==> config.mk <==
export PLATFORM = sky130hd
export DESIGN_NAME = spm_cap_regs
export DESIGN_NICKNAME = d
export VERILOG_FILES = /design/src/verilog/spm_pkg.sv /design/src/verilog/spm_dflt_hold.sv /design/src/verilog/spm_cap_regs.sv
export SDC_FILE = /design/constraint.sdc
export NUM_CORES = 1
export LEC_CHECK = 0
export BUFFER_PORTS_ARGS = -buffer_cell sky130_fd_sc_hd__buf_2
export CAP_MARGIN = 15
export CELL_PAD_IN_SITES_DETAIL_PLACEMENT = 0
export CELL_PAD_IN_SITES_GLOBAL_PLACEMENT = 1
export CORE_MARGIN = 1.5
export CORE_UTILIZATION = 35
export DETAILED_ROUTE_END_ITERATION = 10
export PLACE_DENSITY = 0.8
export SKIP_CTS_REPAIR_TIMING = 1
export SYNTH_ARGS = -nofsm -noshare
export SYNTH_HDL_FRONTEND = slang
export SYNTH_SLANG_ARGS = --single-unit
==> constraint.sdc <==
create_clock -name clk_sys -period 1.91 [get_ports clk_sys]
set_input_delay 0.382 -clock clk_sys [delete_from_list [all_inputs] [get_ports clk_sys]]
set_output_delay 0.382 -clock clk_sys [all_outputs]
set_load 0.02 [all_outputs]
==> src/verilog/spm_pkg.sv <==
// Purpose: constants for the port power management and MSI capability bank
// Assumes: 32-bit configuration words, byte address in cfg_addr
// Notes: loadable defaults travel as one packed vector, layout below
package spm_pkg;
    // register byte addresses
    localparam logic [7:0] SPM_OFS_PM_CAP = 8'h40;
    localparam logic [7:0] SPM_OFS_PM_CSR = 8'h44;
    localparam logic [7:0] SPM_OFS_MSI_CAP = 8'h4C;
    localparam int SPM_ADDR_W = 8;
    // capability header constants
    localparam logic [7:0] SPM_PM_CAP_ID = 8'h01;
    localparam logic [7:0] SPM_NEXT_UP = 8'h5C;
    localparam logic [7:0] SPM_NEXT_DN = 8'h4C;
    localparam logic [2:0] SPM_PM_REV = 3'h3;
    localparam logic [7:0] SPM_MSI_CAP_ID = 8'h05;
    localparam logic [7:0] SPM_MSI_NEXT = 8'h64;
    localparam logic [2:0] SPM_MSI_MMC = 3'h0;
    localparam logic SPM_MSI_64BIT = 1'b1;
    // loadable default vector layout
    localparam int SPM_DFLT_W = 20;
    localparam int SPM_DF_DSI = 0;
    localparam int SPM_DF_AUX_LO = 1;
    localparam int SPM_DF_AUX_HI = 3;
    localparam int SPM_DF_D1 = 4;
    localparam int SPM_DF_D2 = 5;
    localparam int SPM_DF_PMES_LO = 6;
    localparam int SPM_DF_PMES_HI = 10;
    localparam int SPM_DF_NSR = 11;
    localparam int SPM_DF_DATA_LO = 12;
    localparam int SPM_DF_DATA_HI = 19;
    // dsi 0, aux 111b, d1 1, d2 1, pme 1_1111b, nsr 1, data 00h
    localparam logic [SPM_DFLT_W-1:0] SPM_DFLT_RST = 20'h00FFE;
    // write field positions in the control words
    localparam int SPM_PS_LO = 0;
    localparam int SPM_PS_HI = 1;
    localparam int SPM_PME_EN = 8;
    localparam int SPM_DSEL_LO = 9;
    localparam int SPM_DSEL_HI = 12;
    localparam int SPM_MSI_EN = 16;
    localparam int SPM_MME_LO = 20;
    localparam int SPM_MME_HI = 22;
    // control reset values
    localparam logic [3:0] SPM_DSEL_RST = 4'h0;
    localparam logic [2:0] SPM_MME_RST = 3'h0;
    localparam logic [1:0] SPM_DSCALE = 2'h0;
    localparam logic [1:0] SPM_ADDR_LSB_ZERO = 2'h0;
    // device power states
    typedef enum logic [1:0] {
        SPM_D0 = 2'b00,
        SPM_D1 = 2'b01,
        SPM_D2 = 2'b10,
        SPM_D3HOT = 2'b11
    } spm_dstate_e;
endpackage : spm_pkg

==> src/verilog/spm_dflt_hold.sv <==
// Purpose: holds loadable defaults of the read-only capability fields
// Assumes: load strobe comes from the serial bus or EEPROM loader
// Notes: host configuration writes never reach this holder
`timescale 1ns/10ps
module spm_dflt_hold (
    input wire logic clk_sys,
    input wire logic rst_n,
    input wire logic load,
    input wire logic [spm_pkg::SPM_DFLT_W-1:0] value,
    output logic [spm_pkg::SPM_DFLT_W-1:0] dflt_q
);
    import spm_pkg::*;

    // reset to documented defaults, replace on loader strobe
    always_ff @(posedge clk_sys or negedge rst_n) begin
        if (!rst_n) begin
            dflt_q <= SPM_DFLT_RST;
        end else if (load) begin
            dflt_q <= value;
        end
    end
endmodule : spm_dflt_hold

==> src/verilog/spm_cap_regs.sv <==
// Purpose: power management and MSI capability words of one switch port
// Assumes: one config access per request, answered on the next edge
// Notes: upstream ports have no MSI structure, its word reads zero
`timescale 1ns/10ps
module spm_cap_regs (
    input wire logic clk_sys,
    input wire logic rst_n,
    input wire logic port_is_upstream,
    input wire logic cfg_req,
    input wire logic cfg_wr,
    input wire logic [spm_pkg::SPM_ADDR_W-1:0] cfg_addr,
    input wire logic [3:0] cfg_be,
    input wire logic [31:0] cfg_wdata,
    output logic cfg_ack,
    output logic [31:0] cfg_rdata,
    input wire logic dflt_load,
    input wire logic [spm_pkg::SPM_DFLT_W-1:0] dflt_value,
    output logic [1:0] power_state,
    output logic pme_enable,
    output logic [3:0] data_select,
    output logic hot_reset,
    output logic soft_reset,
    output logic downstream_reset_out_n,
    output logic msi_enable,
    output logic intx_enable,
    output logic [2:0] msi_mult_enable,
    input wire logic msi_req,
    input wire logic [31:0] msi_msg_addr,
    output logic msi_wr_valid,
    output logic [31:0] msi_wr_addr
);
    import spm_pkg::*;

    logic ups_q;
    logic [SPM_DFLT_W-1:0] dflt_q;
    logic [1:0] ps_q;
    logic pme_en_q;
    logic [3:0] dsel_q;
    logic msi_en_q;
    logic [2:0] mme_q;
    logic ack_q;
    logic [31:0] rdata_q;
    logic [31:0] rdata_d;
    logic hot_q;
    logic soft_q;
    logic wr_csr_b0;
    logic wr_csr_b1;
    logic wr_msi_b2;
    logic d3_exit;
    logic msi_wv_q;
    logic [31:0] msi_wa_q;

    // true when the address hits the given word and the given byte lane is enabled
    function automatic logic wr_hit(input logic [7:0] addr,
                                    input logic [7:0] ofs,
                                    input logic [3:0] be,
                                    input int lane);
        wr_hit = (addr[7:2] == ofs[7:2]) && be[lane];
    endfunction : wr_hit

    // next pointer of the power management header depends on port role
    function automatic logic [7:0] pm_next(input logic up);
        pm_next = up ? SPM_NEXT_UP : SPM_NEXT_DN;
    endfunction : pm_next

    // read-only defaults, replaceable only by the loader
    spm_dflt_hold u_dflt (
        .clk_sys(clk_sys),
        .rst_n(rst_n),
        .load(dflt_load),
        .value(dflt_value),
        .dflt_q(dflt_q)
    );

    // port role strap, registered again on every clock edge after reset release
    always_ff @(posedge clk_sys or negedge rst_n) begin
        if (!rst_n) begin
            ups_q <= 1'b0;
        end else begin
            ups_q <= port_is_upstream;
        end
    end

    // write strobes per byte lane
    assign wr_csr_b0 = cfg_req && cfg_wr &&
                       wr_hit(cfg_addr, SPM_OFS_PM_CSR, cfg_be, 0);
    assign wr_csr_b1 = cfg_req && cfg_wr &&
                       wr_hit(cfg_addr, SPM_OFS_PM_CSR, cfg_be, 1);
    assign wr_msi_b2 = cfg_req && cfg_wr && !ups_q &&
                       wr_hit(cfg_addr, SPM_OFS_MSI_CAP, cfg_be, 2);
    // leaving D3hot for D0 by software write
    assign d3_exit = wr_csr_b0 && (ps_q == SPM_D3HOT) &&
                     (cfg_wdata[SPM_PS_HI:SPM_PS_LO] == SPM_D0);

    // power state field
    always_ff @(posedge clk_sys or negedge rst_n) begin
        if (!rst_n) begin
            ps_q <= SPM_D0;
        end else if (wr_csr_b0) begin
            ps_q <= cfg_wdata[SPM_PS_HI:SPM_PS_LO];
        end
    end

    // PME enable and data select; data select cleared by internal reset
    always_ff @(posedge clk_sys or negedge rst_n) begin
        if (!rst_n) begin
            pme_en_q <= 1'b0;
            dsel_q <= SPM_DSEL_RST;
        end else if (wr_csr_b1) begin
            pme_en_q <= cfg_wdata[SPM_PME_EN];
            dsel_q <= cfg_wdata[SPM_DSEL_HI:SPM_DSEL_LO];
        end else if (soft_q) begin
            dsel_q <= SPM_DSEL_RST;
        end
    end

    // MSI control, only present on downstream ports
    always_ff @(posedge clk_sys or negedge rst_n) begin
        if (!rst_n) begin
            msi_en_q <= 1'b0;
            mme_q <= SPM_MME_RST;
        end else if (wr_msi_b2) begin
            msi_en_q <= cfg_wdata[SPM_MSI_EN];
            mme_q <= cfg_wdata[SPM_MME_HI:SPM_MME_LO];
        end else if (soft_q || ups_q) begin
            msi_en_q <= 1'b0;
            mme_q <= SPM_MME_RST;
        end
    end

    // reset pulses on D3hot to D0; internal reset only without suppression
    always_ff @(posedge clk_sys or negedge rst_n) begin
        if (!rst_n) begin
            hot_q <= 1'b0;
            soft_q <= 1'b0;
        end else begin
            hot_q <= d3_exit;
            soft_q <= d3_exit && !dflt_q[SPM_DF_NSR];
        end
    end

    // read data assembly; reserved bits stay zero
    always_comb begin
        rdata_d = 32'h0000_0000;
        unique case (cfg_addr[7:2])
            SPM_OFS_PM_CAP[7:2]: begin
                rdata_d[7:0] = SPM_PM_CAP_ID;
                rdata_d[15:8] = pm_next(ups_q);
                rdata_d[18:16] = SPM_PM_REV;
                rdata_d[19] = 1'b0;
                rdata_d[21] = dflt_q[SPM_DF_DSI];
                rdata_d[24:22] = dflt_q[SPM_DF_AUX_HI:SPM_DF_AUX_LO];
                rdata_d[25] = dflt_q[SPM_DF_D1];
                rdata_d[26] = dflt_q[SPM_DF_D2];
                rdata_d[31:27] =
                    dflt_q[SPM_DF_PMES_HI:SPM_DF_PMES_LO];
            end
            SPM_OFS_PM_CSR[7:2]: begin
                rdata_d[1:0] = ps_q;
                rdata_d[3] = dflt_q[SPM_DF_NSR];
                rdata_d[8] = pme_en_q;
                rdata_d[12:9] = dsel_q;
                rdata_d[14:13] = SPM_DSCALE;
                rdata_d[15] = 1'b0;
                rdata_d[23:22] = 2'b00;
                rdata_d[31:24] =
                    dflt_q[SPM_DF_DATA_HI:SPM_DF_DATA_LO];
            end
            SPM_OFS_MSI_CAP[7:2]: begin
                if (!ups_q) begin
                    rdata_d[7:0] = SPM_MSI_CAP_ID;
                    rdata_d[15:8] = SPM_MSI_NEXT;
                    rdata_d[16] = msi_en_q;
                    rdata_d[19:17] = SPM_MSI_MMC;
                    rdata_d[22:20] = mme_q;
                    rdata_d[23] = SPM_MSI_64BIT;
                end
            end
            default: begin
                rdata_d = 32'h0000_0000;
            end
        endcase
    end

    // answer one edge after each request, data held until next read request
    always_ff @(posedge clk_sys or negedge rst_n) begin
        if (!rst_n) begin
            ack_q <= 1'b0;
            rdata_q <= 32'h0000_0000;
        end else begin
            ack_q <= cfg_req;
            if (cfg_req && !cfg_wr) begin
                rdata_q <= rdata_d;
            end
        end
    end

    // MSI memory write request to the dword-aligned message address
    always_ff @(posedge clk_sys or negedge rst_n) begin
        if (!rst_n) begin
            msi_wv_q <= 1'b0;
            msi_wa_q <= 32'h0000_0000;
        end else begin
            msi_wv_q <= msi_req && msi_en_q && !ups_q;
            if (msi_req && msi_en_q) begin
                msi_wa_q <= {msi_msg_addr[31:2], SPM_ADDR_LSB_ZERO};
            end
        end
    end

    // outputs
    assign cfg_ack = ack_q;
    assign cfg_rdata = rdata_q;
    assign power_state = ps_q;
    assign pme_enable = pme_en_q;
    assign data_select = dsel_q;
    assign hot_reset = hot_q;
    assign soft_reset = soft_q;
    assign downstream_reset_out_n = 1'b1;
    assign msi_enable = msi_en_q;
    assign intx_enable = !msi_en_q;
    assign msi_mult_enable = mme_q;
    assign msi_wr_valid = msi_wv_q;
    assign msi_wr_addr = msi_wa_q;

    // capability ID answered on the next edge
    AST_PM_CAP_ID: assert property (
        @(posedge clk_sys) disable iff (!rst_n)
        (cfg_req && !cfg_wr && cfg_addr[7:2] == SPM_OFS_PM_CAP[7:2])
        |=> (cfg_ack && cfg_rdata[7:0] == 8'h01))
        else $error("pm capability id wrong");

    // next pointer follows the role held when the read was taken
    AST_PM_NEXT: assert property (
        @(posedge clk_sys) disable iff (!rst_n)
        (cfg_req && !cfg_wr && cfg_addr[7:2] == SPM_OFS_PM_CAP[7:2])
        |=> (cfg_rdata[15:8] == ($past(ups_q) ? 8'h5C : 8'h4C)))
        else $error("pm next pointer wrong");

    // revision and legacy bits fixed
    AST_PM_REV: assert property (
        @(posedge clk_sys) disable iff (!rst_n)
        (cfg_req && !cfg_wr && cfg_addr[7:2] == SPM_OFS_PM_CAP[7:2])
        |=> (cfg_rdata[18:16] == 3'b011 && !cfg_rdata[19]
             && !cfg_rdata[20]))
        else $error("pm revision or legacy bit wrong");

    // bridge extension byte legacy bits zero
    AST_EXT_ZERO: assert property (
        @(posedge clk_sys) disable iff (!rst_n)
        (cfg_req && !cfg_wr && cfg_addr[7:2] == SPM_OFS_PM_CSR[7:2])
        |=> (cfg_rdata[23:16] == 8'h00 && !cfg_rdata[15]))
        else $error("extension or pme status not zero");

    // read-only fields mirror loaded defaults, never host data
    AST_RO_DFLT: assert property (
        @(posedge clk_sys) disable iff (!rst_n)
        (cfg_req && !cfg_wr && cfg_addr[7:2] == SPM_OFS_PM_CAP[7:2])
        |=> (cfg_rdata[31:21] == {$past(dflt_q[10:1]), $past(dflt_q[0])}))
        else $error("read-only defaults not reflected");

    // power state takes the written code on the next edge
    AST_PS_WRITE: assert property (
        @(posedge clk_sys) disable iff (!rst_n)
        wr_csr_b0 |=> (power_state == $past(cfg_wdata[1:0])))
        else $error("power state not updated");

    // D3hot to D0 gives a hot reset pulse, downstream reset stays off
    AST_HOT_RST: assert property (
        @(posedge clk_sys) disable iff (!rst_n)
        d3_exit |=> (hot_reset && downstream_reset_out_n)
        ##1 !hot_reset)
        else $error("hot reset pulse wrong");

    // internal reset only when suppression bit is clear
    AST_SOFT_RST: assert property (
        @(posedge clk_sys) disable iff (!rst_n)
        hot_reset |-> (soft_reset == !$past(dflt_q[SPM_DF_NSR])))
        else $error("internal reset gating wrong");

    // PME enable follows a byte one write
    AST_PME_EN: assert property (
        @(posedge clk_sys) disable iff (!rst_n)
        wr_csr_b1 |=> (pme_enable == $past(cfg_wdata[8])))
        else $error("pme enable not updated");

    // MSI header on downstream ports
    AST_MSI_HDR: assert property (
        @(posedge clk_sys) disable iff (!rst_n)
        (cfg_req && !cfg_wr && !ups_q
         && cfg_addr[7:2] == SPM_OFS_MSI_CAP[7:2])
        |=> (cfg_rdata[15:0] == 16'h6405 && cfg_rdata[23]))
        else $error("msi header wrong");

    // MSI enable and INTx are exclusive
    AST_INTX_OFF: assert property (
        @(posedge clk_sys) disable iff (!rst_n)
        msi_enable |-> !intx_enable)
        else $error("intx active with msi enabled");

    // MSI enable takes the written bit of a downstream lane two write
    AST_MSI_EN: assert property (
        @(posedge clk_sys) disable iff (!rst_n)
        wr_msi_b2 |=> (msi_enable == $past(cfg_wdata[16])))
        else $error("msi enable not updated");

    // MSI write address is dword aligned copy of message address
    AST_MSI_ADDR: assert property (
        @(posedge clk_sys) disable iff (!rst_n)
        (msi_req && msi_enable && !ups_q) |=> (msi_wr_valid
        && msi_wr_addr == {$past(msi_msg_addr[31:2]), 2'b00}))
        else $error("msi address wrong");

    // unmapped words read zero
    AST_UNMAPPED: assert property (
        @(posedge clk_sys) disable iff (!rst_n)
        (cfg_req && !cfg_wr && cfg_addr[7:2] != SPM_OFS_PM_CAP[7:2]
         && cfg_addr[7:2] != SPM_OFS_PM_CSR[7:2]
         && cfg_addr[7:2] != SPM_OFS_MSI_CAP[7:2])
        |=> (cfg_rdata == 32'h0000_0000))
        else $error("unmapped word not zero");
endmodule : spm_cap_regs

==> results by group, run 1 <==
Power
  • Net switching power figure: 886 µW
  • Int Pwr: 2.81 mW
  • Power density over cell area: 765 nW/µm²
  • Combinational Power Share: 0.097
  • Leakage: 2.60 nW
  • Sw Ratio: 0.240
  • Clock power share: 0.349
  • Peak VDD IR: 0.279 mV
  • Sequential fraction of design power: 0.554
  • Power, Total: 3.70 mW

Routing
  • Via/cell ratio: 4.64
  • # DRC: 0
  • DRT antenna net count: 0
  • Initial DRC Count: 139
  • Detailed-route wire length: 8380 µm
  • Post-DR wirelength/cell: 14.5 µm
  • Via count: 2672
  • DRT Pass-1 Iters: 4

Clock tree
  • CTS HTree Levels: 3
  • Reg clk slew, reported paths: 0.09 ns
  • CTS Buf Count: 9
  • CTS root buffer: clkbuf_8
  • CTS sink cnt: 91
  • Worst skew pair latency: 0.34 ns
  • Maximum clock path buffer count: 2
  • CTS tree: built

Timing
  • Fmax: 680 MHz
  • Setup WS post-layout: 0.440 ns
  • Final setup violation count: 0
  • Tmin final: 1.47 ns
  • Slew HR: 0.631
  • Final Hold Fails: 0
  • Setup TNS: 0 ns
  • Worst-margin pin slew: 0.553 ns
  • Final Max Tran Viols: 0
  • Unrepaired setup endpoints after global routing: false
  • Worst Clk Skew: 0.00937 ns
  • Fin crit share: 0.770

Cells and area
  • Reg area: 2290 µm²
  • # fillers: 1003
  • Final nets: 538
  • Area Growth Syn to Fin: 27.6%
  • Post-Layout Cell Count: 576
  • Fin area: 4830 µm²
  • Layout cells sized above 1: 0.559
  • # diodes: 0
  • Area of the multi-input gates: 1370 µm²

Floorplan
  • Die Wd: 107 µm
  • Row count: 37
  • Ports: 184
  • Die area: 11400 µm²
  • Initial Util: 0.363
  • Core ar.: 10400 µm²
  • Die height: 107 µm

Synth
  • Synthesized area per cell: 13.2 µm²
  • Top_reg_cell synth: dfrtp_1
  • Syn Inst Count: 287
  • Yosys cell types: 31
  • Seq cells post-synth: 91
  • Synthesis Warnings: 0
  • Async SR Flop Fraction: 1.00
  • Cell area after synthesis: 3780 µm²
  • Seq/Total Area, Yosys: 0.605
  • Post-synth EDFFs: 0

Setup path
  • Setup CP Type: register to output pin
  • Critical Path AT: 1.09 ns
  • CP cell instances: buf_2
  • Slowest stage delay, CP: 0.52 ns
  • Worst setup SP type: register
  • Slowest CP cell: dfrtp_1
  • Worst r2r path cells: 3
  • Critical path depth in cells: 1
  • CP bufs+invs: 1
  • CP Capture Type: output pin
  • Req. time, crit path: 1.53 ns
  • CP max FO: 9
  • CP delay by family, top: flip-flops

GRT
  • All-Layer GR Usage: 0.151
  • Vias in the first global route: 2654
  • First-pass GRT wire length: 13300 µm
  • Largest net degree at the start of global routing: 92
  • Overflow after GRT: 0
  • Initial antenna violation count: 0

Run status
  • Outcome: completed

Flow run
  • Max Cap Viol: 0

Placed design
  • Setup slack at placement: 0.278 ns
  • Port bufs: 147
  • GP Congestion: 0.776
  • Cell Area, Placed: 4640 µm²
  • DP Cell Count: 560
  • DP HPWL: 6150 µm

Hold path
  • Hold crit path type: input pin to asynchronous set/reset pin
per-stage QoR:
| stage | hold slack [ns] | util |
|---|---|---|
| after floorplan | 0.0864 | - |
| after detailed placement | 0.459 | 0.445 |
| after global routing | 0.0915 | 0.464 |
| final | 0.0549 | 0.464 |
| after CTS | 0.0838 | 0.464 |
| after global placement | 0.455 | 0.445 |
metal layers:
metal / GRT usage / wire length, µm
met1: 0.196 / 3670
met4: 0.0590 / 157
met2: 0.245 / 4080
met5: 0 / 0
met3: 0.0371 / 473
power by group through the flow:
stage                     sequential, mW  combinational [mW]  clock, mW
final                               2.05               0.359       1.29
after global routing                2.06               0.398       1.43
after CTS                           2.05               0.367       1.36
after detailed placement            2.09               0.367          0
after global placement              2.08               0.358          0
after floorplan                     2.11               0.171          0
cell families (layout without fill, tap and decap cells):
kind of cell,Yosys count,after routing,synth area share
flops,91,91,0.605
buf+inv,26,171,0.0403
other cells,2,10,0.00198
simple gates,68,68,0.0995
compound gates,30,30,0.0476
mux,70,70,0.205
flip-flops by register name (all words and copies together) (netlist names):
register / cells
cfg_ack: 1
cfg_rdata: 25
data_select: 4
hot_reset: 1
msi_enable: 1
msi_mult_enable: 3
msi_wr_addr: 30
msi_wr_valid: 1
pme_enable: 1
power_state: 2
soft_reset: 1
u_dflt.dflt_q: 20
ups_q: 1
worst paths after layout:
check | end | slack (ns) | start
min in group clk_sys | ups_q$_DFF_PN0_ | 0.15 | port_is_upstream
min reg2reg | cfg_rdata[17]$_DFFE_PN0P_ | 0.47 | cfg_rdata[17]$_DFFE_PN0P_
max | soft_reset | 0.44 | soft_reset$_DFF_PN0_
max reg2reg | msi_mult_enable[2]$_DFFE_PN0P_ | 0.46 | ups_q$_DFF_PN0_
min | soft_reset$_DFF_PN0_ | 0.05 | rst_n
max in group asynchronous | u_dflt.dflt_q[4]$_DFFE_PN1P_ | 1.44 | rst_n
cells in the final DEF, fill, tap and decap left out, drive strengths merged, types with 2 or more instances in the layout:
| master | instances |
|---|---|
| a21oi | 4 |
| and4b | 2 |
| buf | 153 |
| clkbuf | 12 |
| clkinvlp | 2 |
| conb | 10 |
| dfrtp | 80 |
| dfstp | 11 |
| inv | 2 |
| mux2 | 61 |
| mux2i | 9 |
| nand2 | 37 |
| nand2b | 2 |
| nand4 | 3 |
| nor2 | 4 |
| nor2b | 7 |
| nor3 | 2 |
| nor3b | 3 |
| o21ai | 14 |
| o31ai | 12 |
synthesized netlist by cell type, types with 3 or more instances:
| master | n | area share |
|---|---|---|
| a21oi_1 | 4 | 0.0053 |
| dfrtp_1 | 80 | 0.53 |
| o21ai_0 | 14 | 0.019 |
| o31ai_1 | 12 | 0.024 |
| nor2b_1 | 7 | 0.012 |
| dfstp_2 | 11 | 0.076 |
| nor3b_1 | 3 | 0.0059 |
| buf_2 | 5 | 0.0066 |
| nand2_1 | 36 | 0.036 |
| mux2_2 | 61 | 0.18 |
| buf_4 | 11 | 0.022 |
| mux2i_1 | 9 | 0.024 |
| clkbuf_1 | 7 | 0.0069 |
| nor2_1 | 4 | 0.0040 |
final cells by class:
cell class / count / area share
sequential: 91 / 0.474
multi-input combinational: 178 / 0.284
timing repair buffer: 153 / 0.165
tap: 136 / 0.0352
clock buffer: 12 / 0.0300
clock inverter: 4 / 0.0104
inverter: 2 / 0.00155
No activity file was read; power rests on OpenSTA's default activity.
==> run 2: changes to the inputs <==
--- a/config.mk
+++ b/config.mk
@@ -5,14 +5,15 @@
 export SDC_FILE = /design/constraint.sdc
 export NUM_CORES = 1
 export LEC_CHECK = 0
+export ABC_AREA = 1
 export BUFFER_PORTS_ARGS = -buffer_cell sky130_fd_sc_hd__buf_2
 export CAP_MARGIN = 15
 export CELL_PAD_IN_SITES_DETAIL_PLACEMENT = 0
 export CELL_PAD_IN_SITES_GLOBAL_PLACEMENT = 1
 export CORE_MARGIN = 1.5
-export CORE_UTILIZATION = 35
+export CORE_UTILIZATION = 34
 export DETAILED_ROUTE_END_ITERATION = 10
-export PLACE_DENSITY = 0.8
+export PLACE_DENSITY = 0.79
 export SKIP_CTS_REPAIR_TIMING = 1
 export SYNTH_ARGS = -nofsm -noshare
 export SYNTH_HDL_FRONTEND = slang
==> constraint.sdc (replaced) <==
create_clock -name clk_sys -period 1.52 [get_ports clk_sys]
set_input_delay 0.304 -clock clk_sys [delete_from_list [all_inputs] [get_ports clk_sys]]
set_output_delay 0.304 -clock clk_sys [all_outputs]
set_load 0.02 [all_outputs]
==> results by group, run 2 <==
Run status
  • Outcome: completed

Synth
  • Synth top area share: 0.517 (-0.0116)
  • Area contributors post-synth: dfrtp_1 (52%), mux2_2 (14%), nand2_1 (8.0%)
  • Post-synthesis adder-cell area fraction: 0 (unchanged)
  • Multiplexer area fraction after synthesis: 0.143 (-0.0627)
  • Top cells by count, synth: nand2_1 (82), dfrtp_1 (80), mux2_2 (49), nand3_1 (40), inv_1 (22)
  • Async SR Flop Fraction: 1.00 (unchanged)
  • Seq/Total Area, Yosys: 0.592 (-0.0133)
  • Simple-gate area share of the yosys netlist: 0.199 (+0.100)
  • Syn Inst Count: 348 (+21%)
  • Post-synth top area cell: dfrtp_1
  • Synth Area in Compound Gates: 0.00517 (-0.0424)
  • Synthesized area per cell: 11.1 µm² (-16%)
  • Top_reg_cell synth: dfrtp_1
  • Largest family of logic cells by synthesized area: simple AND/OR/NAND/NOR gates
  • Seq cells post-synth: 91 (unchanged)
  • Yosys cell types: 23 (-26%)
  • Count leader, synth: nand2_1
  • Cell area after synthesis: 3870 µm² (+2.2%)
  • Synthesis Warnings: 0 (unchanged)
  • Post-synth EDFFs: 0 (unchanged)
  • XOR/XNOR Fraction of Synth Area: 0 (unchanged)

Cells and area
  • Reg area: 2290 µm² (unchanged)
  • Commonest non-fill, non-tap cell in the layout: buf_2
  • Area Growth Syn to Fin: 33.1%
  • Final Util: 0.469 (+0.00512)
  • # fillers: 1060 (+5.7%)
  • Max reg flops: 30 (unchanged)
  • Most frequent cells in the layout: buf_2 (146), nand2_1 (82), dfrtp_1 (80)
  • Final nets: 611 (+14%)
  • Area of the multi-input gates: 1380 µm² (+0.73%)
  • Layout cells sized above 1: 0.501 (-0.0581)

Setup path
  • CP Capture Type: output pin
  • CP max FO: 4 (-5)
  • R2R setup slack: 0.25 ns (-0.21 ns)
  • Slowest CP cell: dfrtp_1
  • CP cell instances: buf_4 -> inv_1 -> buf_2
  • Setup CP Type: register to output pin
  • Worst setup SP type: register
  • Slowest stage delay, CP: 0.38 ns (-0.14 ns)
  • Critical Path AT: 1.08 ns (about the same)
  • Req. time, crit path: 1.22 ns (-0.31 ns)

Timing
  • Final Max Tran Viols: 0 (unchanged)
  • Fin crit share: 0.912
  • Unrepaired setup endpoints after global routing: false
  • Tmin final: 1.39 ns
  • Setup WS post-layout: 0.134 ns (-0.306 ns)
  • Worst Clk Skew: 0.00598 ns (-0.00339 ns)
  • Setup TNS: 0 ns (unchanged)
  • Final Hold Fails: 0 (unchanged)
  • Final setup violation count: 0 (unchanged)
  • Fmax: 721 MHz

Clock tree
  • Reg clk slew, reported paths: 0.07 ns (-0.02 ns)
  • Maximum clock path buffer count: 2 (unchanged)
  • CTS Buf Count: 9 (unchanged)
  • CTS sink cnt: 91 (unchanged)
  • CTS tree: built
  • CTS HTree Levels: 3 (unchanged)
  • CTS root buffer: clkbuf_16
  • Worst skew pair latency: 0.34 ns (about the same)

Floorplan
  • Die area: 12000 µm² (+5.1%)
  • Ports: 184 (unchanged)
  • Die height: 110 µm (+2.5%)
  • Core ar.: 11000 µm² (+5.4%)
  • Die Wd: 110 µm (+2.5%)
  • Initial Util: 0.352 (-0.0110)
  • Row count: 38 (+2.7%)

GRT
  • Initial antenna violation count: 1 (+1)
  • Overflow after GRT: 0 (unchanged)
  • Vias in the first global route: 3074 (+16%)
  • First-pass GRT wire length: 14900 µm (+12%)
  • Largest net degree at the start of global routing: 37 (-60%)
  • All-Layer GR Usage: 0.166 (+0.0150)

Power
  • Peak VDD IR: 0.473 mV (+70%)
  • Sw Ratio: 0.229 (-0.0109)
  • Sequential fraction of design power: 0.472 (-0.082)
  • Leakage: 2.93 nW (+13%)
  • Power density over cell area: 1060 nW/µm² (+38%)
  • Combinational Power Share: 0.084 (-0.013)
  • Net switching power figure: 1.25 mW (+41%)
  • Int Pwr: 4.21 mW (+50%)
  • Clock power share: 0.444 (+0.095)

Routing
  • Initial DRC Count: 160 (+15%)
  • Detailed-route wire length: 9550 µm (+14%)
  • Via count: 3023 (+13%)
  • # DRC: 0 (unchanged)
  • Via/cell ratio: 4.62 (-0.36%)
  • DRT antenna net count: 0 (unchanged)
  • Post-DR wirelength/cell: 14.6 µm (+0.44%)
  • DRT Pass-1 Iters: 4 (unchanged)

Placed design
  • GP Congestion: 0.825 (+6.4%)
  • DP HPWL: 7240 µm (+18%)
  • Setup slack at placement: 0.124 ns (-0.154 ns)
  • Port bufs: 147 (unchanged)

Hold path
  • Hold crit path type: input pin to register

Flow run
  • Max Cap Viol: 0 (unchanged)
## run 2: final cells by class
type / count / share of cell area
tap: 140 / 0.0340
sequential: 91 / 0.445
timing repair buffer: 161 / 0.172
antenna: 1 / 0.000486
multi-input combinational: 221 / 0.268
clock buffer: 10 / 0.0464
clock inverter: 6 / 0.0170
inverter: 24 / 0.0175
## run 2: path summary, 6_finish.rpt
path,depth (start not counted),to,startpoint
setup / recovery,3,intx_enable,msi_enable$_DFFE_PN0P_
hold / removal,1,ups_q$_DFF_PN0_,port_is_upstream
setup reg to reg,3,msi_wr_addr[29]$_DFFE_PN0P_,msi_enable$_DFFE_PN0P_
hold reg to reg,2,cfg_rdata[20]$_DFFE_PN0P_,cfg_rdata[20]$_DFFE_PN0P_
max in group asynchronous,3,u_dflt.dflt_q[10]$_DFFE_PN1P_,rst_n
min in group asynchronous,2,cfg_rdata[9]$_DFFE_PN0P_,rst_n
## run 2: metrics by stage
stage	instance area, µm²	hold slack, ns	power [mW]	instances
after floorplan	3900	0.00841	2.85	356
after global placement	4810	0.234	3.07	636
after detailed placement	4810	0.242	3.09	636
after CTS	5140	-0.120	5.54	652
after global routing	5150	0.0718	5.69	653
final	5150	0.0763	5.46	654
## run 2: critical path, delay by kind of cell (launching register included)
kind	cells	cell delay (ns)
buffers and inverters	3	0.37
flip-flops	1	0.38
## run 2: cell families after synthesis
family                 Yosys count
AO/OA/AOI/OAI                    4
buffers and inverters           44
flip-flops                      91
multiplexers                    49
other                            2
AND/OR/NAND/NOR                158
## run 2: per-layer routing
metal / global-route usage / vias to the layer above / share of wire
li1: - / 1444 / -
met1: 0.204 / 1446 / 0.42
met2: 0.272 / 116 / 0.48
met3: 0.0474 / 15 / 0.080
met4: 0.0733 / 2 / 0.020
met5: 0 / - / 0.0010
## run 2: power by group through the flow
stage,Combinational [mW],Clock (mW),Sequential [mW]
floorplan,0.195,0,2.65
global placement,0.453,0,2.62
detailed placement,0.465,0,2.62
CTS,0.466,2.50,2.58
global route,0.508,2.59,2.59
finish,0.459,2.42,2.58
==> run 3: changes to the inputs <==
--- a/config.mk
+++ b/config.mk
@@ -13,6 +13,7 @@
 export CORE_MARGIN = 1.5
 export CORE_UTILIZATION = 34
 export DETAILED_ROUTE_END_ITERATION = 10
+export GPL_TIMING_DRIVEN = 0
 export PLACE_DENSITY = 0.79
 export SKIP_CTS_REPAIR_TIMING = 1
 export SYNTH_ARGS = -nofsm -noshare
==> results by group, run 3 (synthesis results as in run 2) <==
Floorplan
  • Die height: 110 µm (unchanged)
  • Die area: 12000 µm² (unchanged)
  • Core ar.: 11000 µm² (unchanged)
  • Ports: 184 (unchanged)
  • Initial Util: 0.352 (unchanged)
  • Row count: 38 (unchanged)
  • Die Wd: 110 µm (unchanged)

Setup path
  • Worst r2r dst: msi_wr_addr[3]$_DFFE_PN0P_
  • Req. time, crit path: 1.74 ns (+0.52 ns)
  • CP max FO: 10 (+6)
  • Worst setup SP type: register
  • CP Capture Type: register
  • Worst setup path start: msi_enable$_DFFE_PN0P_
  • R2R setup slack: 0.14 ns (-0.11 ns)
  • Worst r2r src: msi_enable$_DFFE_PN0P_
  • Worst r2r path cells: 3 (unchanged)
  • CP endpoint: msi_wr_addr[3]$_DFFE_PN0P_
  • Setup CP Type: register to register
  • Critical Path AT: 1.59 ns (+0.51 ns)

Timing
  • Worst-margin pin slew: 0.582 ns
  • Fin crit share: 0.906 (-0.00616)
  • Final Max Tran Viols: 0 (unchanged)
  • Hold WS: -0.0340 ns (-0.110 ns)
  • Setup WS post-layout: 0.143 ns (+0.00936 ns)
  • Tmin final: 1.38 ns (-0.00937 ns)
  • Final Hold Fails: 32 (+32)
  • Worst Clk Skew: 0.00734 ns (+0.00136 ns)
  • Final setup violation count: 0 (unchanged)
  • Unrepaired setup endpoints after global routing: false
  • Slew HR: 0.612
  • Fmax: 726 MHz (+0.68%)

Power
  • Leakage: 2.93 nW (about the same)
  • Peak VDD IR: 0.654 mV (+38%)
  • Power density over cell area: 1020 nW/µm² (-3.5%)
  • Power, Total: 5.26 mW (-3.7%)

GRT
  • Largest net degree at the start of global routing: 50 (+35%)
  • Grt met2 use: 0.278 (+0.00532)
  • Vias in the first global route: 2988 (-2.8%)
  • First-pass GRT wire length: 14700 µm (-1.8%)
  • Global route hottest layer: met2
  • Initial antenna violation count: 1 (unchanged)
  • Overflow after GRT: 0 (unchanged)
  • Met3 GRT Util: 0.0522 (+0.00474)
  • All-Layer GR Usage: 0.163 (-0.00315)
  • Met1 Use GR: 0.195 (-0.00941)

Clock tree
  • CTS Buf Count: 9 (unchanged)
  • Worst skew pair latency: 0.33 ns (about the same)
  • Maximum clock path buffer count: 2 (unchanged)
  • Reg clk slew, reported paths: 0.07 ns (about the same)
  • CTS tree: built
  • CTS HTree Levels: 3 (unchanged)
  • CTS sink cnt: 91 (unchanged)
  • CTS root buffer: clkbuf_16

Placed design
  • DP HPWL: 7250 µm (about the same)
  • GP Congestion: 0.779 (-5.6%)
  • Port bufs: 147 (unchanged)
  • Setup slack at placement: 0.0938 ns (-0.0298 ns)

Hold path
  • Hold crit path type: input pin to asynchronous set/reset pin

Routing
  • Post-DR wirelength/cell: 14.3 µm (-1.9%)
  • DRT antenna net count: 0 (unchanged)
  • DRT Pass-1 Iters: 4 (unchanged)
  • Initial DRC Count: 94 (-41%)
  • Detailed-route wire length: 9470 µm (-0.87%)
  • Via count: 3043 (+0.66%)
  • # DRC: 0 (unchanged)
  • Via/cell ratio: 4.60 (-0.40%)

Cells and area
  • Layout cells sized above 1: 0.508 (+0.00672)
  • # fillers: 1047 (-1.2%)
  • Area Growth Syn to Fin: 32.8%
  • Final nets: 618 (+1.1%)
  • Max reg flops: 30 (unchanged)
  • Commonest non-fill, non-tap cell in the layout: buf_2
  • Most frequent cells in the layout: buf_2 (154), nand2_1 (82), dfrtp_1 (80)

Run status
  • Failing checks: hold timing
  • Outcome: complete, but fails checks

Flow run
  • Max Cap Viol: 0 (unchanged)
run 3: changes by cell type in the layout (fill, tap and decap cells not counted), sizes merged:
| cell | change |
|---|---|
| buf | +8 |
| bufinv | -1 |
| clkinvlp | +1 |
| dlygate4sd3 | -1 |
run 3: cell type report:
cell class                      instances  area (µm²)  share of cell area
Tap cell                              140         175              0.0341
Buffer                                 20         138              0.0268
Clock inverter                          6        65.1              0.0127
Inverter                               24        90.1              0.0175
Clock buffer                           10         229              0.0446
Timing Repair Buffer                  148         766               0.149
Multi-Input combinational cell        221        1380               0.269
Antenna cell                            1        2.50            0.000487
Sequential cell                        91        2290               0.446
run 3: routing by layer:
layer	wire [µm]	vias up
li1	-	1458
met1	3970	1457
met2	4660	120
met4	95	0
met3	746	8
met5	0	-
run 3: how the worst min path moves through the flow:
stage	end	slack, ns	cells after the start
after floorplan	cfg_ack$_DFF_PN0_	0.008	0
after detailed placement	cfg_rdata[13]$_DFFE_PN0P_	0.34	1
final	cfg_rdata[2]$_DFFE_PN0P_	-0.03	1
after global placement	ups_q$_DFF_PN0_	0.41	1
after CTS	cfg_rdata[2]$_DFFE_PN0P_	-0.02	1
after global routing	cfg_rdata[9]$_DFFE_PN0P_	0.0003	1
run 3: critical path: stages, from the launching register on:
cell,delay (ns)
dfrtp_1,0.45
nand2_1,0.18
buf_2,0.27
mux2_2,0.37
run 3: power breakdown:
part / switching [mW] / leakage [nW] / internal (mW) / total (mW)
clock network: 0.936 / 0.143 / 1.28 / 2.21
registers: 0.0505 / 1.20 / 2.53 / 2.58
logic: 0.264 / 1.59 / 0.198 / 0.462
total: 1.25 / 2.93 / 4.01 / 5.26
run 3: through the flow:
stage / utilization / cell area (µm²) / TNS [ns] / std cells
after floorplan: - / 3900 / 0 / 356
after global routing: 0.468 / 5130 / 0 / 660
after global placement: 0.438 / 4810 / -60.26 / 643
after CTS: 0.468 / 5130 / 0 / 660
final: 0.468 / 5140 / 0 / 661
after detailed placement: 0.441 / 4840 / 0 / 644
